**src/design/fls_pkg.sv**
```systemverilog
// constants shared by the flow limit switch and parameter menu block
// assumes a single 250 MHz clock and an active-low asynchronous reset
//
// Contract
// - position-1 steps go limit A, char A, hyst A, B trio, then code.
// - filter, units, range and endpoints appear only after code 111.
// - a filter setting is held for display and analog settling.
// - output range is either zero-based or live-zero current.
// - two flow endpoints are stored for the low and high output ends.
// - position 2 on a shown parameter enters edit with flashing cursor.
// - in edit, position 2 bumps the digit, position 1 moves cursor.
// - moving the cursor past the last digit commits the edit.
// - thirty idle seconds discard the edit and show the measured value.
// - minimum switch alarms when flow falls below its limit.
// - minimum switch clears only above limit plus hysteresis.
// - maximum switch alarms when flow rises above its limit.
// - maximum switch clears only below limit minus hysteresis.
// - alarm lights the red indicator and shows an alarm message.
// - switch outputs are high when normal and low in alarm.
// - an overloaded output is switched off and the overload shown.
package fls_pkg;

  // ----------------------------------------------------------------
  // menu items, also the register index of each stored parameter
  // ----------------------------------------------------------------
  localparam logic [3:0] IT_LIM_A = 4'h0;
  localparam logic [3:0] IT_CHAR_A = 4'h1;
  localparam logic [3:0] IT_HYS_A = 4'h2;
  localparam logic [3:0] IT_LIM_B = 4'h3;
  localparam logic [3:0] IT_CHAR_B = 4'h4;
  localparam logic [3:0] IT_HYS_B = 4'h5;
  localparam logic [3:0] IT_CODE = 4'h6;
  localparam logic [3:0] IT_FILTER = 4'h7;
  localparam logic [3:0] IT_UNITS = 4'h8;
  localparam logic [3:0] IT_RANGE = 4'h9;
  localparam logic [3:0] IT_SPAN_LO = 4'ha;
  localparam logic [3:0] IT_SPAN_HI = 4'hb;
  localparam int NUM_PARAMS = 12;
  localparam int ITEMS_PER_SWITCH = 3;

  // ----------------------------------------------------------------
  // register port map beyond the parameter words
  // ----------------------------------------------------------------
  localparam logic [3:0] REG_STATUS = 4'hc;
  localparam logic [3:0] REG_FLOW = 4'hd;
  localparam int ST_ALARM_POS = 0;
  localparam int ST_OVLD_POS = 2;
  localparam int ST_UNLOCK_POS = 4;
  localparam int ST_EDIT_POS = 5;
  localparam int ST_ITEM_POS = 8;

  // ----------------------------------------------------------------
  // values
  // ----------------------------------------------------------------
  localparam logic [15:0] UNLOCK_CODE = 16'h0111;
  localparam logic [15:0] CHAR_MIN = 16'h0000;
  localparam logic [15:0] RANGE_ZERO = 16'h0000;
  localparam logic [NUM_PARAMS*16-1:0] PARAM_RST = {
    16'h0100, 16'h0000, 16'h0000, 16'h0000, 16'h0001, 16'h0000,
    16'h0010, 16'h0000, 16'h0050, 16'h0010, 16'h0000, 16'h0050};
  localparam logic [1:0] MSG_NONE = 2'h0;
  localparam logic [1:0] MSG_MENU = 2'h1;
  localparam logic [1:0] MSG_ALARM = 2'h2;
  localparam logic [1:0] MSG_OVERLOAD = 2'h3;

  // ----------------------------------------------------------------
  // timing
  // ----------------------------------------------------------------
  localparam int CLK_PERIOD_NS = 4;
  localparam int TICK_NS = 1000000;
  localparam int TICK_CYC = (TICK_NS + CLK_PERIOD_NS - 1) / CLK_PERIOD_NS;
  localparam int TIMEOUT_S = 30;
  localparam int TIMEOUT_TICKS = TIMEOUT_S * (1000000000 / TICK_NS);
  localparam int BLINK_MS = 250;
  localparam int BLINK_TICKS = BLINK_MS * (1000000 / TICK_NS);

  typedef enum logic [1:0] {
    MENU_NORMAL,
    MENU_BROWSE,
    MENU_EDIT
  } fls_menu_t;

endpackage : fls_pkg

```
**src/design/fls_param_mem.sv**
```systemverilog
// parameter store: one 16-bit word per menu item
// assumes one writer per cycle; read data are registered
`timescale 1ns/1ps
module fls_param_mem (
  input wire logic clk_in,
  input wire logic rst_n_in,
  input wire logic we_in,
  input wire logic [3:0] waddr_in,
  input wire logic [15:0] wdata_in,
  input wire logic [3:0] raddr_in,
  output logic [15:0] rdata_out,
  output logic [fls_pkg::NUM_PARAMS*16-1:0] words_out
);

  genvar g;
  generate
    for (g = 0; g < fls_pkg::NUM_PARAMS; g++) begin : g_word
      always_ff @(posedge clk_in or negedge rst_n_in) begin
        if (!rst_n_in) begin
          words_out[g*16 +: 16] <= fls_pkg::PARAM_RST[g*16 +: 16];
        end else if (we_in && waddr_in == 4'(g)) begin
          words_out[g*16 +: 16] <= wdata_in;
        end
      end
    end
  endgenerate

  wire logic raddr_ok = raddr_in < 4'(fls_pkg::NUM_PARAMS);

  always_ff @(posedge clk_in or negedge rst_n_in) begin
    if (!rst_n_in) begin
      rdata_out <= 16'h0000;
    end else begin
      rdata_out <= raddr_ok ? words_out[raddr_in*16 +: 16] : 16'h0000;
    end
  end

endmodule : fls_param_mem

```
**src/design/fls_limit.sv**
```systemverilog
// one limit switch with hysteresis, judged on each flow sample
// limit and hysteresis arrive as four bcd digits, flow as binary
`timescale 1ns/1ps
module fls_limit (
  input wire logic clk_in,
  input wire logic rst_n_in,
  input wire logic sample_in,
  input wire logic [15:0] flow_in,
  input wire logic [15:0] limit_bcd_in,
  input wire logic [15:0] hyst_bcd_in,
  input wire logic mode_max_in,
  output logic alarm_out
);

  function automatic logic [17:0] bcd2bin(input logic [15:0] b);
    bcd2bin = 18'(b[15:12]) * 18'd1000 + 18'(b[11:8]) * 18'd100 +
              18'(b[7:4]) * 18'd10 + 18'(b[3:0]);
  endfunction : bcd2bin

  wire logic [17:0] lim = bcd2bin(limit_bcd_in);
  wire logic [17:0] hys = bcd2bin(hyst_bcd_in);
  wire logic [17:0] flow = {2'b00, flow_in};
  wire logic [17:0] upper = lim + hys;
  // below zero the maximum switch can never release; that is intended
  wire logic lower_ok = lim >= hys;
  wire logic [17:0] lower = lim - hys;

  wire logic min_set = !mode_max_in && flow < lim;
  wire logic min_clr = !mode_max_in && flow > upper;
  wire logic max_set = mode_max_in && flow > lim;
  wire logic max_clr = mode_max_in && lower_ok && flow < lower;

  always_ff @(posedge clk_in or negedge rst_n_in) begin
    if (!rst_n_in) begin
      alarm_out <= 1'b0;
    end else if (sample_in) begin
      if (min_set || max_set) begin
        alarm_out <= 1'b1;
      end else if (min_clr || max_clr) begin
        alarm_out <= 1'b0;
      end
    end
  end

  min_set_a: assert property (@(posedge clk_in) disable iff (!rst_n_in)
    sample_in && !mode_max_in && flow < lim |=> alarm_out)
    else $error("minimum switch missed alarm");
  min_hold_a: assert property (@(posedge clk_in) disable iff (!rst_n_in)
    alarm_out && !mode_max_in && flow <= upper |=> alarm_out)
    else $error("minimum switch released inside hysteresis");
  max_set_a: assert property (@(posedge clk_in) disable iff (!rst_n_in)
    sample_in && mode_max_in && flow > lim |=> alarm_out)
    else $error("maximum switch missed alarm");
  max_clear_a: assert property (@(posedge clk_in) disable iff (!rst_n_in)
    sample_in && mode_max_in && flow < lower && lower_ok && flow <= lim
    |=> !alarm_out)
    else $error("maximum switch did not release");

endmodule : fls_limit

```
**src/design/fls_top.sv**
```systemverilog
// limit switches and ring-operated parameter menu of a flow sensor
// ring positions and overload sense are pins; flow samples and the
// register port come from logic on the same clock
//
// Strobed register access and the register addresses were left to the implementer.
`timescale 1ns/1ps
module fls_top #(
  parameter int unsigned TICK_CYC = fls_pkg::TICK_CYC,
  parameter int unsigned TIMEOUT_TICKS = fls_pkg::TIMEOUT_TICKS
) (
  input wire logic MCLK_IN,
  input wire logic RESET_N_IN,
  input wire logic RING_POS1_IN,
  input wire logic RING_POS2_IN,
  input wire logic [1:0] OVLD_IN,
  input wire logic [15:0] FLOW_IN,
  input wire logic FLOW_VALID_IN,
  input wire logic [3:0] REG_ADDR_IN,
  input wire logic [15:0] REG_WDATA_IN,
  input wire logic REG_WR_IN,
  input wire logic REG_RD_IN,
  output logic [15:0] REG_RDATA_OUT,
  output logic [1:0] SW_LEVEL_OUT,
  output logic [1:0] SW_OE_OUT,
  output logic LED_RED_OUT,
  output logic [1:0] DISP_MSG_OUT,
  output logic [3:0] DISP_ITEM_OUT,
  output logic [15:0] DISP_VALUE_OUT,
  output logic DISP_EDIT_OUT,
  output logic [1:0] DISP_CURSOR_OUT,
  output logic DISP_CURSOR_ON_OUT,
  output logic [15:0] FILTER_OUT,
  output logic [15:0] UNITS_OUT,
  output logic LIVE_ZERO_OUT,
  output logic [15:0] SPAN_LO_OUT,
  output logic [15:0] SPAN_HI_OUT
);

  // ----------------------------------------------------------------
  // pin synchronisers and ring edges
  // ----------------------------------------------------------------
  logic [3:0] sync1_r;
  logic [3:0] sync2_r;
  logic [1:0] ring_prev_r;

  always_ff @(posedge MCLK_IN or negedge RESET_N_IN) begin
    if (!RESET_N_IN) begin
      sync1_r <= 4'h0;
      sync2_r <= 4'h0;
      ring_prev_r <= 2'h0;
    end else begin
      sync1_r <= {OVLD_IN, RING_POS2_IN, RING_POS1_IN};
      sync2_r <= sync1_r;
      ring_prev_r <= sync2_r[1:0];
    end
  end

  // a turn counts once, on its arrival at the position
  wire logic step_p1 = sync2_r[0] && !ring_prev_r[0];
  wire logic step_p2 = sync2_r[1] && !ring_prev_r[1];
  wire logic [1:0] ovld = sync2_r[3:2];

  // ----------------------------------------------------------------
  // millisecond tick, idle timeout and cursor blink
  // ----------------------------------------------------------------
  logic [17:0] tick_cnt_r;
  logic [14:0] idle_cnt_r;
  logic [7:0] blink_cnt_r;
  logic cursor_on_r;
  fls_pkg::fls_menu_t menu_r;

  wire logic tick = tick_cnt_r == 18'(TICK_CYC - 1);
  wire logic in_menu = menu_r != fls_pkg::MENU_NORMAL;
  wire logic timeout = in_menu && tick &&
                       idle_cnt_r == 15'(TIMEOUT_TICKS - 1);
  wire logic blink = tick && blink_cnt_r == 8'(fls_pkg::BLINK_TICKS - 1);

  always_ff @(posedge MCLK_IN or negedge RESET_N_IN) begin
    if (!RESET_N_IN) begin
      tick_cnt_r <= 18'h00000;
      idle_cnt_r <= 15'h0000;
      blink_cnt_r <= 8'h00;
    end else begin
      tick_cnt_r <= tick ? 18'h00000 : tick_cnt_r + 18'h00001;
      if (!in_menu || step_p1 || step_p2 || timeout) begin
        idle_cnt_r <= 15'h0000;
      end else if (tick) begin
        idle_cnt_r <= idle_cnt_r + 15'h0001;
      end
      if (tick) begin
        blink_cnt_r <= blink ? 8'h00 : blink_cnt_r + 8'h01;
      end
    end
  end

  // ----------------------------------------------------------------
  // parameter store
  // ----------------------------------------------------------------
  logic [3:0] item_r;
  logic [15:0] edit_buf_r;
  logic [1:0] cursor_r;
  logic unlocked_r;
  logic [15:0] cur_word;
  logic [fls_pkg::NUM_PARAMS*16-1:0] words;

  wire logic choice_item = item_r == fls_pkg::IT_CHAR_A ||
                           item_r == fls_pkg::IT_CHAR_B ||
                           item_r == fls_pkg::IT_RANGE;
  wire logic last_digit = choice_item || cursor_r == 2'd3;
  wire logic commit = menu_r == fls_pkg::MENU_EDIT && step_p1 && last_digit;
  wire logic bus_wr = REG_WR_IN &&
                      REG_ADDR_IN < 4'(fls_pkg::NUM_PARAMS);
  // a bus write in the commit cycle wins; the ring edit is then lost
  wire logic mem_we = bus_wr || commit;
  wire logic [3:0] mem_waddr = bus_wr ? REG_ADDR_IN : item_r;
  wire logic [15:0] mem_wdata = bus_wr ? REG_WDATA_IN : edit_buf_r;

  fls_param_mem u_mem (
    .clk_in(MCLK_IN),
    .rst_n_in(RESET_N_IN),
    .we_in(mem_we),
    .waddr_in(mem_waddr),
    .wdata_in(mem_wdata),
    .raddr_in(item_r),
    .rdata_out(cur_word),
    .words_out(words)
  );

  // ----------------------------------------------------------------
  // digit editing: the cursor runs from the most significant digit
  // ----------------------------------------------------------------
  wire logic [1:0] dig_sel = 2'd3 - cursor_r;
  logic [15:0] bumped;

  genvar d;
  generate
    for (d = 0; d < 4; d++) begin : g_digit
      wire logic [3:0] dv = edit_buf_r[d*4 +: 4];
      // nine wraps to zero and never carries into the next digit
      assign bumped[d*4 +: 4] = (dig_sel != 2'(d)) ? dv :
                                (dv >= 4'h9) ? 4'h0 : dv + 4'h1;
    end
  endgenerate

  wire logic [15:0] edit_nxt = choice_item ?
                               {15'h0000, ~edit_buf_r[0]} : bumped;
  wire logic [3:0] last_item = unlocked_r ? fls_pkg::IT_SPAN_HI :
                                            fls_pkg::IT_CODE;
  wire logic code_ok = item_r == fls_pkg::IT_CODE &&
                       edit_buf_r == fls_pkg::UNLOCK_CODE;

  // ----------------------------------------------------------------
  // menu state machine
  // ----------------------------------------------------------------
  always_ff @(posedge MCLK_IN or negedge RESET_N_IN) begin
    if (!RESET_N_IN) begin
      menu_r <= fls_pkg::MENU_NORMAL;
      item_r <= fls_pkg::IT_LIM_A;
      edit_buf_r <= 16'h0000;
      cursor_r <= 2'd0;
      unlocked_r <= 1'b0;
      cursor_on_r <= 1'b0;
    end else if (timeout) begin
      menu_r <= fls_pkg::MENU_NORMAL;
      unlocked_r <= 1'b0;
      cursor_on_r <= 1'b0;
    end else begin
      case (menu_r)
        fls_pkg::MENU_NORMAL: begin
          if (step_p1) begin
            menu_r <= fls_pkg::MENU_BROWSE;
            item_r <= fls_pkg::IT_LIM_A;
          end
        end
        fls_pkg::MENU_BROWSE: begin
          if (step_p2) begin
            menu_r <= fls_pkg::MENU_EDIT;
            edit_buf_r <= cur_word;
            cursor_r <= 2'd0;
            cursor_on_r <= 1'b1;
          end else if (step_p1 && item_r == last_item) begin
            menu_r <= fls_pkg::MENU_NORMAL;
            unlocked_r <= 1'b0;
          end else if (step_p1) begin
            item_r <= item_r + 4'h1;
          end
        end
        fls_pkg::MENU_EDIT: begin
          if (blink) begin
            cursor_on_r <= !cursor_on_r;
          end
          if (commit) begin
            menu_r <= fls_pkg::MENU_BROWSE;
            cursor_on_r <= 1'b0;
            if (code_ok) begin
              unlocked_r <= 1'b1;
            end
          end else if (step_p1) begin
            cursor_r <= cursor_r + 2'd1;
          end else if (step_p2) begin
            edit_buf_r <= edit_nxt;
          end
        end
        default: begin
          menu_r <= fls_pkg::MENU_NORMAL;
        end
      endcase
    end
  end

  // ----------------------------------------------------------------
  // limit switches and their pins
  // ----------------------------------------------------------------
  logic [1:0] alarm;
  logic [1:0] ovld_r;

  genvar s;
  generate
    for (s = 0; s < 2; s++) begin : g_switch
      localparam int BASE = s * fls_pkg::ITEMS_PER_SWITCH;
      fls_limit u_limit_switch (
        .clk_in(MCLK_IN),
        .rst_n_in(RESET_N_IN),
        .sample_in(FLOW_VALID_IN),
        .flow_in(FLOW_IN),
        .limit_bcd_in(words[(BASE + fls_pkg::IT_LIM_A)*16 +: 16]),
        .hyst_bcd_in(words[(BASE + fls_pkg::IT_HYS_A)*16 +: 16]),
        .mode_max_in(words[(BASE + fls_pkg::IT_CHAR_A)*16 +: 16] !=
                     fls_pkg::CHAR_MIN),
        .alarm_out(alarm[s])
      );
      always_ff @(posedge MCLK_IN or negedge RESET_N_IN) begin
        if (!RESET_N_IN) begin
          SW_LEVEL_OUT[s] <= 1'b0;
          SW_OE_OUT[s] <= 1'b0;
          ovld_r[s] <= 1'b0;
        end else begin
          SW_LEVEL_OUT[s] <= !alarm[s];
          SW_OE_OUT[s] <= !ovld[s];
          ovld_r[s] <= ovld[s];
        end
      end
    end
  endgenerate

  // ----------------------------------------------------------------
  // display, configuration outputs and register read
  // ----------------------------------------------------------------
  wire logic [1:0] msg_nxt = (|ovld_r) ? fls_pkg::MSG_OVERLOAD :
                             (|alarm) ? fls_pkg::MSG_ALARM :
                             in_menu ? fls_pkg::MSG_MENU : fls_pkg::MSG_NONE;
  wire logic [15:0] status = {4'h0, item_r, 2'b00,
                              menu_r == fls_pkg::MENU_EDIT, unlocked_r,
                              ovld_r, alarm};
  wire logic [15:0] rd_nxt =
    (REG_ADDR_IN < 4'(fls_pkg::NUM_PARAMS)) ? words[REG_ADDR_IN*16 +: 16] :
    (REG_ADDR_IN == fls_pkg::REG_STATUS) ? status :
    (REG_ADDR_IN == fls_pkg::REG_FLOW) ? FLOW_IN : 16'h0000;

  always_ff @(posedge MCLK_IN or negedge RESET_N_IN) begin
    if (!RESET_N_IN) begin
      REG_RDATA_OUT <= 16'h0000;
      LED_RED_OUT <= 1'b0;
      DISP_MSG_OUT <= fls_pkg::MSG_NONE;
      DISP_ITEM_OUT <= 4'h0;
      DISP_VALUE_OUT <= 16'h0000;
      DISP_EDIT_OUT <= 1'b0;
      DISP_CURSOR_OUT <= 2'd0;
      DISP_CURSOR_ON_OUT <= 1'b0;
      FILTER_OUT <= 16'h0000;
      UNITS_OUT <= 16'h0000;
      LIVE_ZERO_OUT <= 1'b0;
      SPAN_LO_OUT <= 16'h0000;
      SPAN_HI_OUT <= 16'h0000;
    end else begin
      REG_RDATA_OUT <= REG_RD_IN ? rd_nxt : 16'h0000;
      LED_RED_OUT <= |alarm;
      DISP_MSG_OUT <= msg_nxt;
      DISP_ITEM_OUT <= item_r;
      DISP_VALUE_OUT <= (menu_r == fls_pkg::MENU_EDIT) ? edit_buf_r :
                        (menu_r == fls_pkg::MENU_BROWSE) ? cur_word : FLOW_IN;
      DISP_EDIT_OUT <= menu_r == fls_pkg::MENU_EDIT;
      DISP_CURSOR_OUT <= cursor_r;
      DISP_CURSOR_ON_OUT <= cursor_on_r;
      FILTER_OUT <= words[fls_pkg::IT_FILTER*16 +: 16];
      UNITS_OUT <= words[fls_pkg::IT_UNITS*16 +: 16];
      LIVE_ZERO_OUT <= words[fls_pkg::IT_RANGE*16 +: 16] !=
                       fls_pkg::RANGE_ZERO;
      SPAN_LO_OUT <= words[fls_pkg::IT_SPAN_LO*16 +: 16];
      SPAN_HI_OUT <= words[fls_pkg::IT_SPAN_HI*16 +: 16];
    end
  end

  // ----------------------------------------------------------------
  // checks
  // ----------------------------------------------------------------
  step_order_a: assert property (@(posedge MCLK_IN)
    disable iff (!RESET_N_IN)
    menu_r == fls_pkg::MENU_BROWSE && step_p1 && !step_p2 && !timeout &&
    item_r < fls_pkg::IT_CODE |=> item_r == $past(item_r) + 4'h1)
    else $error("menu did not step to the next item");
  lock_wrap_a: assert property (@(posedge MCLK_IN)
    disable iff (!RESET_N_IN)
    menu_r == fls_pkg::MENU_BROWSE && !unlocked_r && step_p1 && !step_p2 &&
    item_r == fls_pkg::IT_CODE |=> menu_r == fls_pkg::MENU_NORMAL)
    else $error("locked menu went past the code item");
  edit_enter_a: assert property (@(posedge MCLK_IN)
    disable iff (!RESET_N_IN)
    menu_r == fls_pkg::MENU_BROWSE && step_p2 && !timeout
    |=> menu_r == fls_pkg::MENU_EDIT && cursor_r == 2'd0 ##1
        DISP_CURSOR_ON_OUT && DISP_EDIT_OUT)
    else $error("edit mode not entered with cursor");
  commit_a: assert property (@(posedge MCLK_IN)
    disable iff (!RESET_N_IN)
    commit && !bus_wr && !timeout
    |=> item_r == $past(item_r) ##1 cur_word == $past(edit_buf_r, 2))
    else $error("edit was not committed");
  timeout_a: assert property (@(posedge MCLK_IN)
    disable iff (!RESET_N_IN)
    timeout |=> menu_r == fls_pkg::MENU_NORMAL && !unlocked_r)
    else $error("idle timeout ignored");
  digit_wrap_a: assert property (@(posedge MCLK_IN)
    disable iff (!RESET_N_IN)
    menu_r == fls_pkg::MENU_EDIT && step_p2 && !step_p1 && !timeout &&
    !choice_item && cursor_r == 2'd2 && edit_buf_r[7:4] == 4'h9
    |=> edit_buf_r == {$past(edit_buf_r[15:8]), 4'h0,
                       $past(edit_buf_r[3:0])})
    else $error("digit wrap disturbed its neighbour");
  alarm_pin_a: assert property (@(posedge MCLK_IN)
    disable iff (!RESET_N_IN)
    $rose(alarm[0]) |=> !SW_LEVEL_OUT[0] && LED_RED_OUT ##1
                        DISP_MSG_OUT != fls_pkg::MSG_NONE)
    else $error("alarm not shown on pin, lamp and display");
  overload_off_a: assert property (@(posedge MCLK_IN)
    disable iff (!RESET_N_IN)
    ovld[1] |=> !SW_OE_OUT[1] ##1 DISP_MSG_OUT == fls_pkg::MSG_OVERLOAD)
    else $error("overloaded output not switched off");

endmodule : fls_top

```
**config.mk**
```make
export PLATFORM = sky130hd
export DESIGN_NAME = fls_top
export DESIGN_NICKNAME = d
export VERILOG_FILES = /design/src/design/fls_pkg.sv /design/src/design/fls_param_mem.sv /design/src/design/fls_limit.sv /design/src/design/fls_top.sv
export SDC_FILE = /design/constraint.sdc
export NUM_CORES = 1
export LEC_CHECK = 0
export BUFFER_PORTS_ARGS = -buffer_cell sky130_fd_sc_hd__buf_4
export CAP_MARGIN = 10
export CELL_PAD_IN_SITES_DETAIL_PLACEMENT = 1
export CELL_PAD_IN_SITES_GLOBAL_PLACEMENT = 1
export CORE_UTILIZATION = 35
export CTS_CLUSTER_SIZE = 24
export DETAILED_ROUTE_END_ITERATION = 16
export PLACE_DENSITY = 0.7
export SYNTH_ARGS = -nofsm -noshare
export SYNTH_HDL_FRONTEND = slang
export SYNTH_HIERARCHICAL = 1
export SYNTH_SLANG_ARGS = --single-unit
```
**constraint.sdc**
```tcl
create_clock -name MCLK_IN -period 8.1 [get_ports MCLK_IN]
set_input_delay 0.405 -clock MCLK_IN [delete_from_list [all_inputs] [get_ports MCLK_IN]]
set_output_delay 0.405 -clock MCLK_IN [all_outputs]
set_load 0.005 [all_outputs]
```
==> impl_results.md <==
- Register area share after synthesis: 32.9%
- Post-synthesis cell area: approximately 31000 sq um
- Top cells by area, synth: dfrtp_1, ha_1, mux4_2, mux2_2, fa_1
- Reg-to-Reg Start: u_mem/words_out[62]
- Length of routed met3 wiring: about 5800 um
- Ys async rst share: 100%
- Hold path startpoint: REG_RD_IN
- Root Driver: clkbuf_16
- Fmax: 0.137 GHz
- Wire per inst: 24.8 um
- CP most frequent cell: ha_1
- Via count: roughly 23000
- Slew HR: between 10% and 20%
- Total Routed Length: between 100000 and 150000 um
- Via-to-Cell Ratio: 5.58
- Remaining antenna violation count: 0
- GR Util All Layers: between 20% and 30%
- Final period demand of the worst path: 7320 ps
- Final nets: 3442
- Gr ovfl total: 0
- Status: finished, final reports clean
- Reg-to-Reg End: g_switch[1].u_limit_switch/alarm_out
- Synth Net Count: roughly 3300
- Distinct cells, synth: between 90 and 100
- Commonest non-fill, non-tap cell in the layout: dfrtp_1
- Worst skew pair latency: slightly above 600 ps
- Total CTS buffers: 47
- Crit-path max cell delay: ~580 ps
- Endpoint class of the critical path: flip-flop
- Worst-path fanout max: 9
- Met1 WL: between 40000 and 50000 um
- Initial antenna violation count: 5
- DP Area: 32900 sq um
- DR top layer: met5
- Area Growth Syn to Fin: 13.0%
- Cell taking the most area after synthesis: dfrtp_1
- Hold Path Stages: 2
- CP Data Arrival Time: approximately 8000 ps
- Yosys top cell area share: between 30% and 40%
- Drt first pass iters: 5
- Longest Clk Path Bufs: 3
- Unrepaired setup endpoints after global routing: no
- DP HPWL: between 70000 and 80000 um
- Initial core utilization: 35.6%
- Post_cts resized: 0
- FF-to-FF setup slack: between 700 and 800 ps
- Max-Cap Viols: 0
- Fin. Hold Viols: 0
- CP max-delay cell: dfrtp_1
- Post-Synthesis Cells: about 2800
- Worst setup SP type: flip-flop
- Die X: slightly below 300 um
- Worst-Margin Slew: between 1000 and 1500 ps
- R2R depth: 27
- Placeable Area: 85800 sq um
- Share of layout cells above drive strength 1: around 21%
- Iter 0 DRT Violations: 1437
- Largest net degree at the start of global routing: between 100 and 150
- Most frequent cells in the layout: dfrtp_1, ha_1, inv_1, mux2_2, buf_4
- I/O Buffers: 156
- Final Cell Area: 34500 sq um
- Worst Setup Path Type: flip-flop to flip-flop
- Die H: about 300 um
- H-tree depth: 2
- DR DRC count: 0
- #FFs+latches synth: around 400
- Clk slew on worst S/H paths: 70 ps
- Post-route setup slack: between 700 and 800 ps
- Ys flop type: dfrtp_1
- Syn Area/Cell: between 10 and 15 sq um
- Post-synth EDFFs: 0
- Vias in the first global route: roughly 24000
- Die area: about 90000 sq um
- Clock skew: 32.4 ps
- Worst endpoint required time: 8630 ps
- Final Setup Violations: 0
- CTS tree: yes
- Hold crit path type: input pin to flip-flop
- Final Max Tran Viols: 0
- Tcrit/Tclk final: 90.4%
- N_diodes: 0
- Placement Rows: approximately 110
- WHS Endpoint: REG_RDATA_OUT[4]
- Final TNS setup: 0 ps
- WL met2: ~47000 um
- DP Worst Slack: between 800 and 900 ps
- First-pass GRT wire length: approximately 160000 um
- Clock sinks: 401
- YS warnings: 6
- Gpl congestion: roughly 0.9
- Top Ports: ~160
[state kept, by name, summed over array words and instances (netlist names), 4 cells and up]
signal / count
u_mem/rdata_out: 16
idle_cnt_r: 15
tick_cnt_r: 18
DISP_VALUE_OUT: 16
item_r: 4
sync1_r: 4
UNITS_OUT: 16
DISP_ITEM_OUT: 4
SPAN_LO_OUT: 16
blink_cnt_r: 8
FILTER_OUT: 16
sync2_r: 4
REG_RDATA_OUT: 16
SPAN_HI_OUT: 16
u_mem/words_out: 192
edit_buf_r: 16
[routing by layer]
layer,GRT usage (%),vias to the layer above
met3,3.51,164
met2,37.0,702
met1,32.0,11800
li1,-,10400
met5,0,-
met4,8.19,2
[area by class of cell]
class / count / area (sq um)
multi-input combinational: 2039 / 19000
tap: 1144 / 1430
timing repair buffer: 194 / 1500
fill: 9418 / 51300
sequential: 401 / 10000
clock buffer: 64 / 1320
inverter: 267 / 1000
clock inverter: 22 / 230
[synth_stat cells (14+ instances only)]
library cell	instances
mux2i_1	36
nor3_1	54
nor2b_1	32
xnor2_1	113
inv_1	267
or3_1	14
nor4_1	27
nor2_1	144
xor2_1	52
nand2b_1	21
buf_2	40
a21o_1	43
fa_1	64
dfrtp_1	393
a31oi_1	22
nand4_1	22
nand3_1	45
o21a_1	15
and2_1	29
and3_1	17
o21ai_0	115
o31ai_1	17
o21bai_1	22
a22oi_1	18
a211oi_1	21
mux4_2	112
mux2_2	202
ha_1	383
nand2_1	112
clkbuf_1	61
a21oi_1	125
[worst max-delay path by stage]
stage / start / end / slack, ps / cells past startpoint
6_report: u_mem/words_out[62] / g_switch[1].u_limit_switch/alarm_out / 780 / 27
4_1_cts: u_mem/words_out[62] / g_switch[1].u_limit_switch/alarm_out / 790 / 27
3_3_place_gp: u_mem/words_out[13] / g_switch[0].u_limit_switch/alarm_out / 940 / 28
3_5_place_dp: u_mem/words_out[62] / g_switch[1].u_limit_switch/alarm_out / 800 / 27
2_1_floorplan: u_mem/words_out[61] / g_switch[1].u_limit_switch/alarm_out / 1500 / 28
5_1_grt: u_mem/words_out[62] / g_switch[1].u_limit_switch/alarm_out / 150 / 27
[worst max-delay path: cells and delay by family, from the launching register on]
kind / cells / cell delay (ps)
fa+ha+maj: 8 / 3080
buf+inv: 2 / 110
simple gates: 3 / 960
flops: 1 / 580
compound gates: 13 / 2280
xor+xnor: 1 / 270
[kinds of logic (layout without fill, tap and decap cells)]
logic type / count (synthesis) / count (layout) / synth area share (%)
AO/OA/AOI/OAI: 486 / 486 / 10.3
other: 2 / 2 / 0.0246
multiplexers: 352 / 352 / 17.0
AND/OR/NAND/NOR: 587 / 587 / 10.1
adder cells (fa/ha/maj): 447 / 447 / 19.9
flip-flops: 401 / 401 / 32.9
XOR/XNOR: 165 / 165 / 4.73
buffers and inverters: 381 / 547 / 5.06
[through the flow]
step / hold slack (ps) / instances / util [%]
6_report: 216 / 4131 / 40.2
5_1_grt: 199 / 4131 / 40.2
4_1_cts: 179 / 4131 / 40.2
3_5_place_dp: 340 / 4040 / 38.3
3_3_place_gp: 335 / 4040 / 38.3
2_1_floorplan: 109 / 2821 / -
[repair_timing]
item | CTS | global route
endpoints found under the setup margin | 0 | 0
setup buffers | 0 | 0
hold endpoints to repair | 111 | 0
hold buffers | 5 | 0
Power is not shown: default switching activity piles up to over one toggle a cycle in this logic, so the estimate is an artifact.
